<file path="src/core/adcc_pkg.sv">
package adcc_pkg;
   // ***************************************************************
   // register map, byte addresses on the avalon bus
   // ***************************************************************
   localparam int          ADDR_W          = 8;
   localparam logic [7:0]  OFS_STATUS_CTRL = 8'h3C;
   localparam logic [7:0]  OFS_RESULT_HIGH = 8'h40;
   localparam logic [7:0]  OFS_RESULT_LOW  = 8'h44;
   localparam logic [7:0]  OFS_CLOCK_CFG   = 8'h48;

   // ***************************************************************
   // field layout
   // ***************************************************************
   localparam int          BYTE_W          = 8;
   localparam int          RES_W           = 10;
   localparam int          CHAN_W          = 5;
   localparam int          DIV_W           = 3;
   localparam int          MODE_W          = 2;
   localparam int          SCR_DONE_BIT    = 7;
   localparam int          SCR_IEN_BIT     = 6;
   localparam int          SCR_CONT_BIT    = 5;
   localparam int          CLK_DIV_LSB     = 5;
   localparam int          CLK_SRC_BIT     = 4;
   localparam int          CLK_MODE_LSB    = 2;

   // ***************************************************************
   // reset values and codes
   // ***************************************************************
   localparam logic [4:0]  CHAN_POWER_OFF  = 5'h1F;
   localparam logic [4:0]  CHAN_REF_HIGH   = 5'h1D;
   localparam logic [4:0]  CHAN_REF_LOW    = 5'h1E;
   localparam logic [2:0]  DIV_RESET       = 3'h0;
   localparam logic [1:0]  MODE_TRUNC8     = 2'h0;
   localparam logic [1:0]  MODE_RIGHT      = 2'h1;
   localparam logic [1:0]  MODE_LEFT       = 2'h2;
   localparam logic [1:0]  MODE_LEFT_SIGN  = 2'h3;
   localparam logic        SRC_OSC         = 1'b0;

   // ***************************************************************
   // timing: converter clock ticks counted per conversion
   // ***************************************************************
   localparam int          CNT_W           = 5;
   localparam logic [4:0]  CONV_TICKS      = 5'h11;
   localparam int          PRE_W           = 4;
endpackage

</file>
<file path="src/core/adcc_conv_if.sv">
`timescale 1ns/1ps
`default_nettype none
// start and result handshake between register file and sequencer
interface adcc_conv_if;
   logic             start;
   logic             power_on;
   logic             continuous;
   logic [9:0]       sample;
   logic             done;
   logic             busy;
   logic [9:0]       data;

   modport ctl (output start, power_on, continuous, sample, input done, busy, data);
   modport seq (input start, power_on, continuous, sample, output done, busy, data);
endinterface
`default_nettype wire

</file>
<file path="src/core/adcc_prescaler.sv">
`timescale 1ns/1ps
`default_nettype none
module adcc_prescaler (
   input  wire logic                        clk_sys_i,
   input  wire logic                        rst_n_i,
   input  wire logic                        ce_i,
   input  wire logic                        tick_i,
   input  wire logic [adcc_pkg::DIV_W-1:0]  div_i,
   output logic                             tick_o
);
   logic [adcc_pkg::PRE_W-1:0] cnt_r;
   logic [adcc_pkg::PRE_W-1:0] cnt_nxt;
   logic [adcc_pkg::PRE_W-1:0] term;
   logic                       tick_r;
   logic                       tick_nxt;

   // ***************************************************************
   // divide the selected input clock
   // ***************************************************************
   // top code bit set means divide by 16 whatever the low bits
   always_comb begin
      term = div_i[adcc_pkg::DIV_W-1] ? 4'hF : 4'((1 << div_i) - 1);
      tick_nxt = 1'b0;
      cnt_nxt = cnt_r;
      if (tick_i) begin
         if (cnt_r >= term) begin
            cnt_nxt = '0;
            tick_nxt = 1'b1;
         end else begin
            cnt_nxt = cnt_r + 4'h1;
         end
      end
   end

   always_ff @(posedge clk_sys_i) begin
      if (!rst_n_i) begin
         cnt_r <= '0;
         tick_r <= 1'b0;
      end else if (ce_i) begin
         cnt_r <= cnt_nxt;
         tick_r <= tick_nxt;
      end
   end

   assign tick_o = tick_r;

   a_div_one_tick: assert property (@(posedge clk_sys_i) disable iff (!rst_n_i)
      (ce_i && tick_i && div_i == 3'h0) |=> tick_o)
      else $error("divide by one lost an input tick");
endmodule
`default_nettype wire

</file>
<file path="src/core/adcc_sequencer.sv">
`timescale 1ns/1ps
`default_nettype none
module adcc_sequencer (
   input  wire logic   clk_sys_i,
   input  wire logic   rst_n_i,
   input  wire logic   ce_i,
   input  wire logic   tick_i,
   adcc_conv_if.seq    conv
);
   typedef enum logic {ADCC_IDLE, ADCC_CONVERT} adcc_seq_e;

   adcc_seq_e                  state_r;
   adcc_seq_e                  state_nxt;
   logic [adcc_pkg::CNT_W-1:0] cnt_r;
   logic [adcc_pkg::CNT_W-1:0] cnt_nxt;
   logic                       done_r;
   logic                       done_nxt;
   logic [adcc_pkg::RES_W-1:0] data_r;
   logic [adcc_pkg::RES_W-1:0] data_nxt;

   // ***************************************************************
   // conversion timing
   // ***************************************************************
   // a start mid-period lands anywhere in a tick, so counting 17 ticks
   // gives between 16 and 17 converter periods
   always_comb begin
      state_nxt = state_r;
      cnt_nxt = cnt_r;
      done_nxt = 1'b0;
      data_nxt = data_r;
      if (conv.start) begin
         state_nxt = conv.power_on ? ADCC_CONVERT : ADCC_IDLE;
         cnt_nxt = '0;
      end else begin
         unique case (state_r)
            ADCC_IDLE: begin
            end
            ADCC_CONVERT: begin
               if (tick_i) begin
                  if (cnt_r == adcc_pkg::CONV_TICKS - 5'h1) begin
                     done_nxt = 1'b1;
                     data_nxt = conv.sample;
                     cnt_nxt = '0;
                     // free running only while continuous is set
                     state_nxt = (conv.continuous && conv.power_on) ? ADCC_CONVERT
                                                                   : ADCC_IDLE;
                  end else begin
                     cnt_nxt = cnt_r + 5'h1;
                  end
               end
            end
         endcase
      end
   end

   always_ff @(posedge clk_sys_i) begin
      if (!rst_n_i) begin
         state_r <= ADCC_IDLE;
         cnt_r <= '0;
         done_r <= 1'b0;
         data_r <= '0;
      end else if (ce_i) begin
         state_r <= state_nxt;
         cnt_r <= cnt_nxt;
         done_r <= done_nxt;
         data_r <= data_nxt;
      end
   end

   assign conv.done = done_r;
   assign conv.busy = (state_r == ADCC_CONVERT);
   assign conv.data = data_r;

   a_done_tick_count: assert property (@(posedge clk_sys_i) disable iff (!rst_n_i)
      $rose(done_r) |-> $past(cnt_r) == adcc_pkg::CONV_TICKS - 5'h1 && $past(tick_i))
      else $error("conversion ended at the wrong tick count");
endmodule
`default_nettype wire

</file>
<file path="src/core/adcc_top.sv">
// Register access over Avalon-MM was left to the implementer.
`timescale 1ns/1ps
`default_nettype none
module adcc_top (
   input  wire logic                          clk_sys_i,
   input  wire logic                          rst_n_i,
   input  wire logic                          ce_i,
   input  wire logic [adcc_pkg::ADDR_W-1:0]   avs_address_i,
   input  wire logic                          avs_read_i,
   input  wire logic                          avs_write_i,
   input  wire logic [31:0]                   avs_writedata_i,
   input  wire logic [3:0]                    avs_byteenable_i,
   output logic [31:0]                        avs_readdata_o,
   output logic                               avs_waitrequest_o,
   input  wire logic                          osc_tick_i,
   input  wire logic [adcc_pkg::RES_W-1:0]    adc_result_i,
   output logic [adcc_pkg::CHAN_W-1:0]        adc_channel_o,
   output logic                               adc_power_on_o,
   output logic                               adc_converting_o,
   output logic                               irq_o
);
   localparam int BW = adcc_pkg::BYTE_W;
   localparam int RW = adcc_pkg::RES_W;

   adcc_conv_if conv ();

   logic                          wait_r;
   logic                          wait_nxt;
   logic [31:0]                   rdata_r;
   logic [31:0]                   rdata_nxt;
   logic                          ien_r;
   logic                          ien_nxt;
   logic                          cont_r;
   logic                          cont_nxt;
   logic [adcc_pkg::CHAN_W-1:0]   chan_r;
   logic [adcc_pkg::CHAN_W-1:0]   chan_nxt;
   logic [adcc_pkg::DIV_W-1:0]    div_r;
   logic [adcc_pkg::DIV_W-1:0]    div_nxt;
   logic                          src_r;
   logic                          src_nxt;
   logic [adcc_pkg::MODE_W-1:0]   mode_r;
   logic [adcc_pkg::MODE_W-1:0]   mode_nxt;
   logic                          pwr_r;
   logic                          pwr_nxt;
   logic                          start_r;
   logic                          start_nxt;
   logic                          warm_r;
   logic                          warm_nxt;
   logic                          flag_r;
   logic                          flag_nxt;
   logic                          irq_r;
   logic                          irq_nxt;
   logic                          lock_r;
   logic                          lock_nxt;
   logic [BW-1:0]                 hi_r;
   logic [BW-1:0]                 hi_nxt;
   logic [BW-1:0]                 lo_r;
   logic [BW-1:0]                 lo_nxt;
   logic [BW-1:0]                 fmt_hi;
   logic [BW-1:0]                 fmt_lo;
   logic [BW-1:0]                 scr_rd;
   logic [BW-1:0]                 clk_rd;
   logic                          wr_take;
   logic                          rd_take;
   logic                          wr_scr;
   logic                          wr_clk;
   logic                          rd_hi;
   logic                          rd_lo;
   logic                          interlock;
   logic                          store;
   logic                          adc_tick;
   logic [RW-1:0]                 d;

   // ***************************************************************
   // converter clock and sequencer
   // ***************************************************************
   adcc_prescaler u_prescaler (
      .clk_sys_i (clk_sys_i),
      .rst_n_i   (rst_n_i),
      .ce_i      (ce_i),
      .tick_i    (src_r ? 1'b1 : osc_tick_i),
      .div_i     (div_r),
      .tick_o    (adc_tick)
   );

   adcc_sequencer u_sequencer (
      .clk_sys_i (clk_sys_i),
      .rst_n_i   (rst_n_i),
      .ce_i      (ce_i),
      .tick_i    (adc_tick),
      .conv      (conv.seq)
   );

   // settings reach the sequencer one cycle after the write
   assign conv.start      = start_r;
   assign conv.power_on   = pwr_r;
   assign conv.continuous = cont_r;
   assign conv.sample     = adc_result_i;

   // ***************************************************************
   // avalon slave: one wait cycle, then the answer
   // ***************************************************************
   // read effects fire on the cycle readdata is latched so that no
   // event lands between the sample and its clearing
   assign rd_take = avs_read_i && wait_r;
   assign wr_take = avs_write_i && !wait_r && avs_byteenable_i[0];
   assign wr_scr  = wr_take && avs_address_i == adcc_pkg::OFS_STATUS_CTRL;
   assign wr_clk  = wr_take && avs_address_i == adcc_pkg::OFS_CLOCK_CFG;
   assign rd_hi   = rd_take && avs_address_i == adcc_pkg::OFS_RESULT_HIGH;
   assign rd_lo   = rd_take && avs_address_i == adcc_pkg::OFS_RESULT_LOW;

   // readback views, reserved bits zero
   always_comb begin
      scr_rd = '0;
      scr_rd[adcc_pkg::SCR_DONE_BIT] = flag_r && !ien_r;
      scr_rd[adcc_pkg::SCR_IEN_BIT] = ien_r;
      scr_rd[adcc_pkg::SCR_CONT_BIT] = cont_r;
      scr_rd[adcc_pkg::CHAN_W-1:0] = chan_r;
      clk_rd = '0;
      clk_rd[adcc_pkg::CLK_DIV_LSB +: adcc_pkg::DIV_W] = div_r;
      clk_rd[adcc_pkg::CLK_SRC_BIT] = src_r;
      clk_rd[adcc_pkg::CLK_MODE_LSB +: adcc_pkg::MODE_W] = mode_r;
   end

   // bus handshake and read mux; unmapped reads give zero
   always_comb begin
      wait_nxt = 1'b1;
      rdata_nxt = rdata_r;
      if ((avs_read_i || avs_write_i) && wait_r) begin
         wait_nxt = 1'b0;
         rdata_nxt = '0;
         if (avs_read_i) begin
            unique case (avs_address_i)
               adcc_pkg::OFS_STATUS_CTRL: rdata_nxt[BW-1:0] = scr_rd;
               adcc_pkg::OFS_RESULT_HIGH: rdata_nxt[BW-1:0] = hi_r;
               adcc_pkg::OFS_RESULT_LOW:  rdata_nxt[BW-1:0] = lo_r;
               adcc_pkg::OFS_CLOCK_CFG:   rdata_nxt[BW-1:0] = clk_rd;
               default:                   rdata_nxt = '0;
            endcase
         end
      end
   end

   always_ff @(posedge clk_sys_i) begin
      if (!rst_n_i) begin
         wait_r <= 1'b1;
         rdata_r <= '0;
      end else if (ce_i) begin
         wait_r <= wait_nxt;
         rdata_r <= rdata_nxt;
      end
   end

   // ***************************************************************
   // result formatting
   // ***************************************************************
   assign d = conv.data;

   always_comb begin
      fmt_hi = '0;
      fmt_lo = '0;
      unique case (mode_r)
         adcc_pkg::MODE_LEFT: begin
            fmt_hi = d[RW-1 -: BW];
            fmt_lo = {d[RW-BW-1:0], 6'h00};
         end
         adcc_pkg::MODE_LEFT_SIGN: begin
            fmt_hi = {~d[RW-1], d[RW-2 -: BW-1]};
            fmt_lo = {d[RW-BW-1:0], 6'h00};
         end
         adcc_pkg::MODE_RIGHT: begin
            fmt_hi = {6'h00, d[RW-1 -: RW-BW]};
            fmt_lo = d[BW-1:0];
         end
         adcc_pkg::MODE_TRUNC8: begin
            fmt_hi = '0;
            fmt_lo = d[RW-1 -: BW];
         end
      endcase
   end

   // ***************************************************************
   // control, status and result registers
   // ***************************************************************
   // channel codes go straight to the analog mux; references and
   // unused codes need no decode here, the mux owns them
   assign interlock = lock_r && mode_r != adcc_pkg::MODE_TRUNC8;
   // a result is dropped while locked, during warm-up, or when a
   // restart is already on its way to the sequencer
   assign store = conv.done && !interlock && !warm_r && !start_r;

   always_comb begin
      ien_nxt = ien_r;
      cont_nxt = cont_r;
      chan_nxt = chan_r;
      div_nxt = div_r;
      src_nxt = src_r;
      mode_nxt = mode_r;
      pwr_nxt = pwr_r;
      start_nxt = wr_scr;
      warm_nxt = warm_r;
      hi_nxt = hi_r;
      lo_nxt = lo_r;
      // the done bit of the written byte is ignored
      if (wr_scr) begin
         ien_nxt = avs_writedata_i[adcc_pkg::SCR_IEN_BIT];
         cont_nxt = avs_writedata_i[adcc_pkg::SCR_CONT_BIT];
         chan_nxt = avs_writedata_i[adcc_pkg::CHAN_W-1:0];
         pwr_nxt = chan_nxt != adcc_pkg::CHAN_POWER_OFF;
         if (pwr_nxt && !pwr_r) begin
            warm_nxt = 1'b1;
         end
      end
      if (wr_clk) begin
         div_nxt = avs_writedata_i[adcc_pkg::CLK_DIV_LSB +: adcc_pkg::DIV_W];
         src_nxt = avs_writedata_i[adcc_pkg::CLK_SRC_BIT];
         mode_nxt = avs_writedata_i[adcc_pkg::CLK_MODE_LSB +: adcc_pkg::MODE_W];
      end
      // the stabilising conversion is consumed without a trace
      if (conv.done && !start_r && warm_r) begin
         warm_nxt = 1'b0;
      end
      if (store) begin
         hi_nxt = fmt_hi;
         lo_nxt = fmt_lo;
      end
   end

   // flags: a set in the same cycle as a clear wins
   always_comb begin
      flag_nxt = flag_r;
      irq_nxt = irq_r;
      lock_nxt = lock_r;
      if (rd_hi || rd_lo) begin
         flag_nxt = 1'b0;
         irq_nxt = 1'b0;
      end
      if (wr_scr) begin
         irq_nxt = 1'b0;
      end
      if (store && !ien_r) begin
         flag_nxt = 1'b1;
      end
      if (store && ien_r) begin
         irq_nxt = 1'b1;
      end
      if (rd_hi && mode_r != adcc_pkg::MODE_TRUNC8) begin
         lock_nxt = 1'b1;
      end
      if (rd_lo) begin
         lock_nxt = 1'b0;
      end
   end

   always_ff @(posedge clk_sys_i) begin
      if (!rst_n_i) begin
         ien_r <= 1'b0;
         cont_r <= 1'b0;
         chan_r <= adcc_pkg::CHAN_POWER_OFF;
         div_r <= adcc_pkg::DIV_RESET;
         src_r <= adcc_pkg::SRC_OSC;
         mode_r <= adcc_pkg::MODE_RIGHT;
         pwr_r <= 1'b0;
         start_r <= 1'b0;
         warm_r <= 1'b0;
         flag_r <= 1'b0;
         irq_r <= 1'b0;
         lock_r <= 1'b0;
         hi_r <= '0;
         lo_r <= '0;
      end else if (ce_i) begin
         ien_r <= ien_nxt;
         cont_r <= cont_nxt;
         chan_r <= chan_nxt;
         div_r <= div_nxt;
         src_r <= src_nxt;
         mode_r <= mode_nxt;
         pwr_r <= pwr_nxt;
         start_r <= start_nxt;
         warm_r <= warm_nxt;
         flag_r <= flag_nxt;
         irq_r <= irq_nxt;
         lock_r <= lock_nxt;
         hi_r <= hi_nxt;
         lo_r <= lo_nxt;
      end
   end

   assign avs_readdata_o    = rdata_r;
   assign avs_waitrequest_o = wait_r;
   assign adc_channel_o     = chan_r;
   assign adc_power_on_o    = pwr_r;
   assign adc_converting_o  = conv.busy;
   assign irq_o             = irq_r;

   // ***************************************************************
   // checks
   // ***************************************************************
   a_flag_on_done: assert property (@(posedge clk_sys_i) disable iff (!rst_n_i)
      (ce_i && store && !ien_r) |=> flag_r)
      else $error("done flag not set at conversion end");
   a_flag_never_ien: assert property (@(posedge clk_sys_i) disable iff (!rst_n_i)
      $rose(flag_r) |-> $past(!ien_r && store))
      else $error("done flag set while interrupts enabled");
   a_irq_drop_write: assert property (@(posedge clk_sys_i) disable iff (!rst_n_i)
      (ce_i && wr_scr && !store) |=> !irq_o)
      else $error("interrupt not cleared by control write");
   a_irq_rise_cause: assert property (@(posedge clk_sys_i) disable iff (!rst_n_i)
      $rose(irq_o) |-> $past(ien_r && store))
      else $error("interrupt rose without an enabled conversion end");
   a_reset_values: assert property (@(posedge clk_sys_i)
      !rst_n_i |=> chan_r == adcc_pkg::CHAN_POWER_OFF && !ien_r && !cont_r && !flag_r
                   && !adc_power_on_o && mode_r == adcc_pkg::MODE_RIGHT)
      else $error("reset values wrong");
   a_left_layout: assert property (@(posedge clk_sys_i) disable iff (!rst_n_i)
      (ce_i && store && mode_r == adcc_pkg::MODE_LEFT)
      |=> hi_r == d[RW-1 -: BW] && lo_r == {d[RW-BW-1:0], 6'h00})
      else $error("left justified layout wrong");
   a_right_layout: assert property (@(posedge clk_sys_i) disable iff (!rst_n_i)
      (ce_i && store && mode_r == adcc_pkg::MODE_RIGHT)
      |=> hi_r == {6'h00, d[RW-1 -: RW-BW]} && lo_r == d[BW-1:0])
      else $error("right justified layout wrong");
   a_signed_top_bit: assert property (@(posedge clk_sys_i) disable iff (!rst_n_i)
      (ce_i && store && mode_r == adcc_pkg::MODE_LEFT_SIGN)
      |=> hi_r[BW-1] != d[RW-1] && hi_r[BW-2:0] == d[RW-2 -: BW-1])
      else $error("signed layout wrong");
   a_trunc_layout: assert property (@(posedge clk_sys_i) disable iff (!rst_n_i)
      (ce_i && store && mode_r == adcc_pkg::MODE_TRUNC8)
      |=> hi_r == '0 && lo_r == d[RW-1 -: BW])
      else $error("truncation layout wrong");
   a_lock_holds: assert property (@(posedge clk_sys_i) disable iff (!rst_n_i)
      (ce_i && conv.done && interlock) |=> $stable(hi_r) && $stable(lo_r) && !$rose(flag_r))
      else $error("result overwritten while interlocked");
   a_write_starts: assert property (@(posedge clk_sys_i) disable iff (!rst_n_i)
      (ce_i && wr_scr) |=> start_r)
      else $error("control write did not restart conversion");
endmodule
`default_nettype wire

</file>
<file path="config.mk">
export PLATFORM = sky130hd
export DESIGN_NAME = adcc_top
export DESIGN_NICKNAME = d
export VERILOG_FILES = /design/src/core/adcc_pkg.sv /design/src/core/adcc_conv_if.sv /design/src/core/adcc_prescaler.sv /design/src/core/adcc_sequencer.sv /design/src/core/adcc_top.sv
export SDC_FILE = /design/constraint.sdc
export NUM_CORES = 1
export LEC_CHECK = 0
export BUFFER_PORTS_ARGS = -buffer_cell sky130_fd_sc_hd__buf_2
export CORE_UTILIZATION = 47
export DETAILED_ROUTE_END_ITERATION = 10
export PLACE_DENSITY = 0.74
export SLEW_MARGIN = 20
export SYNTH_ARGS = -nofsm -noshare
export SYNTH_HDL_FRONTEND = slang
export SYNTH_SLANG_ARGS = --single-unit
</file>
<file path="constraint.sdc">
create_clock -name clk_sys_i -period 1.8 [get_ports clk_sys_i]
set_input_delay 0.09 -clock clk_sys_i [delete_from_list [all_inputs] [get_ports clk_sys_i]]
set_output_delay 0.09 -clock clk_sys_i [all_outputs]
set_load 0.01 [all_outputs]
</file>
==> run_summary.xml <==
<?xml version="1.0" encoding="UTF-8"?>
<metrics>
  <group name="timing">
    <metric name="headroom_to_the_max_slew_limit" unit="">0.566</metric>
    <metric name="setup_viol" unit="">0</metric>
    <metric name="fmax" unit="GHz">0.584</metric>
    <metric name="slew_at_the_pin_with_the_worst_max_slew_slack" unit="ns">0.650</metric>
    <metric name="fin_worst_skew" unit="ns">0.0110</metric>
    <metric name="finalMaxSlewViolations" unit="">0</metric>
    <metric name="fin_crit" unit="ns">1.71</metric>
    <metric name="rsz_0062_raised_after_global_routing" unit="">no</metric>
    <metric name="final-hold-violation-count" unit="">0</metric>
    <metric name="fin_crit_sh" unit="">0.952</metric>
  </group>
  <group name="final_layout">
    <metric name="fillerInstances" unit="">632</metric>
    <metric name="finish.net_count" unit="">519</metric>
    <metric name="num_antenna_cells" unit="">0</metric>
    <metric name="layout-area-overhead-vs-synth" unit="%">19.5</metric>
    <metric name="final_layout_size_suffix_gt1_frac" unit="">0.204</metric>
    <metric name="utilization" unit="">0.591</metric>
  </group>
  <group name="worst_setup_path">
    <metric name="worstPathCellList" unit="">or3_1, ha_1, nand2b_1, a211oi_2, or3b_4, a21oi_2</metric>
    <metric name="path_delay_family" unit="">simple AND/OR/NAND/NOR gates</metric>
    <metric name="reg2regPathDepth" unit="">6</metric>
    <metric name="critical_path.slowest_cell" unit="">sky130_fd_sc_hd__or3b_4</metric>
    <metric name="crit_fanout" unit="">2</metric>
    <metric name="start_kind" unit="">flip-flop</metric>
    <metric name="critical_path.reg2reg.endpoint" unit="">u_prescaler.tick_o$_SDFFE_PN0P_</metric>
    <metric name="cp-end-kind" unit="">flip-flop</metric>
    <metric name="worstSetupStartpoint" unit="">div_r[2]$_SDFFE_PN0P_</metric>
    <metric name="critical_path.n_buffers_inverters" unit="">0</metric>
    <metric name="setup.reg_to_reg.worst_slack" unit="ns">0.09</metric>
    <metric name="setup.worst_path.class" unit="">flip-flop to flip-flop</metric>
    <metric name="arrival" unit="ns">2.01</metric>
    <metric name="worst_ep_required_time" unit="ns">2.09</metric>
    <metric name="critical_path.reg2reg.startpoint" unit="">div_r[2]$_SDFFE_PN0P_</metric>
    <metric name="max_stage_delay" unit="ns">0.40</metric>
  </group>
  <group name="place">
    <metric name="dp.final_hpwl" unit="um">5620</metric>
    <metric name="port_buffers" unit="">49</metric>
    <metric name="globalplace.congestion" unit="">0.898</metric>
  </group>
  <group name="clocking">
    <metric name="cts_inserted_buffers" unit="">9</metric>
    <metric name="ctsHtreeMaxLevel" unit="">3</metric>
    <metric name="cts.sink_count" unit="">66</metric>
    <metric name="clock_tree.root_cell" unit="">sky130_fd_sc_hd__clkbuf_8</metric>
    <metric name="insertion_delay" unit="ns">0.35</metric>
    <metric name="cts-root-to-sink-buffers" unit="">2</metric>
    <metric name="clkTransAtPathRegs" unit="ns">0.07</metric>
    <metric name="tritoncts" unit="">done</metric>
  </group>
  <group name="route">
    <metric name="drt-wirelength-per-cell" unit="um">14.1</metric>
    <metric name="dr.pass1.iters" unit="">4</metric>
    <metric name="final_antenna_net_count" unit="">0</metric>
    <metric name="detailroute.via_count" unit="">2870</metric>
    <metric name="remaining_drc_errors" unit="">0</metric>
    <metric name="drt_first_iter_violations" unit="">106</metric>
    <metric name="wirelength" unit="um">7780</metric>
    <metric name="drt-vias-per-instance" unit="">5.19</metric>
  </group>
  <group name="floorplan">
    <metric name="placement_rows" unit="">30</metric>
    <metric name="die_width" unit="um">87.5</metric>
    <metric name="start_util" unit="">0.495</metric>
    <metric name="die_height" unit="um">87.5</metric>
    <metric name="ioPinCount" unit="">101</metric>
    <metric name="die_area" unit="um2">7650</metric>
    <metric name="core_region_area" unit="um2">6940</metric>
  </group>
  <group name="logic_synthesis">
    <metric name="synth_edf_count" unit="">0</metric>
    <metric name="synth.lib_cells_used.distinct" unit="">47</metric>
    <metric name="ys_warn_count" unit="">0</metric>
    <metric name="synth.ff_latch_count" unit="">66</metric>
    <metric name="synth.cell_area" unit="um2">3430</metric>
    <metric name="postSynth.asyncResetShare" unit="">0</metric>
    <metric name="avgSynthCellArea" unit="um2">8.97</metric>
    <metric name="share_of_synthesized_area_occupied_by_flip_flops_and_latches" unit="">0.385</metric>
    <metric name="synthCells" unit="">383</metric>
    <metric name="synth_top_flop_cell" unit="">sky130_fd_sc_hd__dfxtp_1</metric>
  </group>
  <group name="power">
    <metric name="vdd.ir_drop.worst" unit="mV">0.306</metric>
    <metric name="power.switching" unit="uW">723</metric>
    <metric name="power_switching_share" unit="">0.249</metric>
    <metric name="pwr-share-comb" unit="">0.069</metric>
    <metric name="finalPower" unit="mW">2.91</metric>
    <metric name="total_leakage_power" unit="nW">1.72</metric>
    <metric name="power_density" unit="nW/um2">709</metric>
    <metric name="power_report.internal_total" unit="mW">2.19</metric>
    <metric name="pwr-share-seq" unit="">0.505</metric>
    <metric name="clock_network_power_share" unit="">0.426</metric>
  </group>
  <group name="global_routing">
    <metric name="use_met3" unit="">0.0521</metric>
    <metric name="grt_usage" unit="">0.218</metric>
    <metric name="grt_max_degree" unit="">30</metric>
    <metric name="initial_antenna_violation_count" unit="">0</metric>
    <metric name="first_pass_grt_wire_length" unit="um">12600</metric>
    <metric name="globalRoute.busiestLayer" unit="">met2</metric>
    <metric name="gr-total-overflow" unit="">0</metric>
    <metric name="first_global_vias" unit="">2646</metric>
    <metric name="met2_usage" unit="">0.357</metric>
    <metric name="met1_grt_util" unit="">0.274</metric>
  </group>
  <group name="worst_hold_path">
    <metric name="min_from" unit="">avs_writedata_i[7]</metric>
    <metric name="worst_hold_path_type" unit="">input pin to flip-flop</metric>
    <metric name="worstHoldEndpoint" unit="">div_r[2]$_SDFFE_PN0P_</metric>
    <metric name="worstHoldPathCells" unit="">3</metric>
  </group>
  <group name="flow_run">
    <metric name="max-cap-violations" unit="">0</metric>
  </group>
  <group name="outcome">
    <metric name="run_status" unit="">completed</metric>
  </group>
</metrics>
==> worst max-delay path by stage <==
| stage | to | slack (ns) | depth (start not counted) |
|---|---|---|---|
| finish | u_prescaler.tick_o$_SDFFE_PN0P_ | 0.09 | 6 |
| CTS | lo_r[4]$_SDFFE_PN0P_ | 0.03 | 4 |
| global placement | u_prescaler.cnt_r[3]$_SDFFE_PN0P_ | 0.02 | 6 |
| global route | u_sequencer.conv.data[6]$_SDFFE_PN0P_ | 0.02 | 7 |
| floorplan | u_prescaler.tick_o$_SDFFE_PN0P_ | 0.07 | 6 |
| detailed placement | u_prescaler.cnt_r[3]$_SDFFE_PN0P_ | -0.06 | 6 |
==> cell usage in the layout (no fill, tap or decap), types with 2 or more instances in the layout <==
master	n
sky130_fd_sc_hd__o211ai_1	3
sky130_fd_sc_hd__ha_1	7
sky130_fd_sc_hd__buf_2	49
sky130_fd_sc_hd__clkinvlp_4	2
sky130_fd_sc_hd__nor2_1	18
sky130_fd_sc_hd__inv_1	5
sky130_fd_sc_hd__mux2i_1	39
sky130_fd_sc_hd__conb_1	24
sky130_fd_sc_hd__a21boi_1	2
sky130_fd_sc_hd__o21ai_0	15
sky130_fd_sc_hd__and3b_1	2
sky130_fd_sc_hd__dfxtp_1	66
sky130_fd_sc_hd__o2bb2ai_1	3
sky130_fd_sc_hd__o21a_1	5
sky130_fd_sc_hd__clkbuf_8	9
sky130_fd_sc_hd__xor2_1	3
sky130_fd_sc_hd__and3_1	2
sky130_fd_sc_hd__nand3_1	13
sky130_fd_sc_hd__buf_4	18
sky130_fd_sc_hd__nand2_1	40
sky130_fd_sc_hd__and4b_1	2
sky130_fd_sc_hd__nand3b_1	2
sky130_fd_sc_hd__nor3_1	3
sky130_fd_sc_hd__or3_1	7
sky130_fd_sc_hd__nor4_1	3
sky130_fd_sc_hd__a21boi_0	15
sky130_fd_sc_hd__o211a_1	5
sky130_fd_sc_hd__nand4b_1	3
sky130_fd_sc_hd__nand4_1	3
sky130_fd_sc_hd__nor2b_1	28
sky130_fd_sc_hd__clkinv_2	3
sky130_fd_sc_hd__dlygate4sd3_1	11
sky130_fd_sc_hd__and2_1	4
sky130_fd_sc_hd__a21oi_1	8
sky130_fd_sc_hd__a22oi_1	10
sky130_fd_sc_hd__nor3b_1	7
==> cells in the mapped netlist (5+ instances only) <==
| cell type | count | area share |
|---|---|---|
| sky130_fd_sc_hd__nand2_1 | 40 | 0.044 |
| sky130_fd_sc_hd__o21ai_0 | 15 | 0.022 |
| sky130_fd_sc_hd__clkbuf_1 | 14 | 0.015 |
| sky130_fd_sc_hd__inv_1 | 5 | 0.0055 |
| sky130_fd_sc_hd__buf_4 | 24 | 0.052 |
| sky130_fd_sc_hd__nand3_1 | 13 | 0.019 |
| sky130_fd_sc_hd__dfxtp_1 | 66 | 0.38 |
| sky130_fd_sc_hd__mux2i_1 | 39 | 0.11 |
| sky130_fd_sc_hd__a21oi_1 | 9 | 0.013 |
| sky130_fd_sc_hd__o211a_1 | 5 | 0.015 |
| sky130_fd_sc_hd__nor3b_1 | 7 | 0.015 |
| sky130_fd_sc_hd__nor2_1 | 18 | 0.020 |
| sky130_fd_sc_hd__ha_1 | 7 | 0.025 |
| sky130_fd_sc_hd__or3_1 | 8 | 0.015 |
| sky130_fd_sc_hd__nor2b_1 | 28 | 0.051 |
| sky130_fd_sc_hd__a21boi_0 | 15 | 0.033 |
| sky130_fd_sc_hd__a22oi_1 | 10 | 0.022 |
| sky130_fd_sc_hd__o21a_1 | 5 | 0.011 |
==> sequential cells by signal, indices dropped and copies added (netlist names) <==
name / count
src_r: 1
adc_power_on_o: 1
lock_r: 1
u_sequencer.cnt_r: 5
conv.start: 1
hi_r: 8
u_sequencer.conv.done: 1
irq_o: 1
u_sequencer.conv.data: 10
u_prescaler.cnt_r: 4
cont_r: 1
div_r: 3
flag_r: 1
lo_r: 8
avs_waitrequest_o: 1
adc_channel_o: 5
ien_r: 1
mode_r: 2
warm_r: 1
avs_readdata_o: 8
u_prescaler.tick_o: 1
u_sequencer.conv.busy: 1
==> layout make-up <==
| class | instances | area, um2 | share of cell area |
|---|---|---|---|
| clock buffers | 9 | 124 | 0.0302 |
| clock inverters | 7 | 68.8 | 0.0168 |
| inverters | 5 | 18.8 | 0.00457 |
| multi-input cells | 291 | 1940 | 0.473 |
| flip-flops and latches | 66 | 1320 | 0.322 |
| well taps | 96 | 120 | 0.0293 |
| repair buffers | 79 | 510 | 0.124 |
==> repair_timing <==
action                                  in CTS  in global routing
pin swaps                                    0                  2
endpoints found under the hold margin        9                  1
setup buffers                                0                  0
endpoints found under the setup margin       5                  5
hold buffers                                10                  1
resized for setup                            4                  1
==> metal layers <==
metal,up-vias,share of wire
met5,-,0
met2,70,0.46
met3,9,0.038
li1,1447,-
met1,1344,0.48
met4,0,0.018
==> metrics by stage <==
| step | setup TNS, ns | area [um2] | setup slack [ns] | hold slack (ns) | cells |
|---|---|---|---|---|---|
| 2_1_floorplan | 0 | 3520 | 0.0661 | 0.215 | 406 |
| 3_3_place_gp | 0 | 3780 | 0.0249 | 0.323 | 526 |
| 3_5_place_dp | -0.201 | 3780 | -0.0599 | 0.322 | 526 |
| 4_1_cts | 0 | 4090 | 0.0314 | 0.000404 | 552 |
| 5_1_grt | 0 | 4110 | 0.0178 | 0.00598 | 553 |
| 6_report | 0 | 4110 | 0.0871 | 0.00421 | 553 |
==> cells by family (layout without fill, tap and decap cells) <==
kind of cell | Yosys count | after routing | synth area share
adder cells (fa/ha/maj) | 7 | 7 | 0.0255
flip-flops | 66 | 66 | 0.385
buffers and inverters | 49 | 100 | 0.0812
XOR/XNOR | 4 | 4 | 0.0102
other | 1 | 24 | 0.00109
AND/OR/NAND/NOR | 145 | 145 | 0.237
AO/OA/AOI/OAI | 72 | 72 | 0.146
multiplexers | 39 | 39 | 0.114
==> power by group through the flow <==
stage | logic, mW | clock network (mW) | registers (mW)
floorplan | 0.139 | 0 | 1.50
global placement | 0.174 | 0 | 1.50
detailed placement | 0.177 | 0 | 1.50
CTS | 0.196 | 1.26 | 1.47
global route | 0.220 | 1.32 | 1.47
finish | 0.200 | 1.24 | 1.47
==> worst min-delay path, delay by kind of cell <==
family / cells / cell delay (ns)
buf+inv: 1 / 0.08
mux: 1 / 0.05
simple gates: 1 / 0.10
Power figures use the tool's default switching activity.
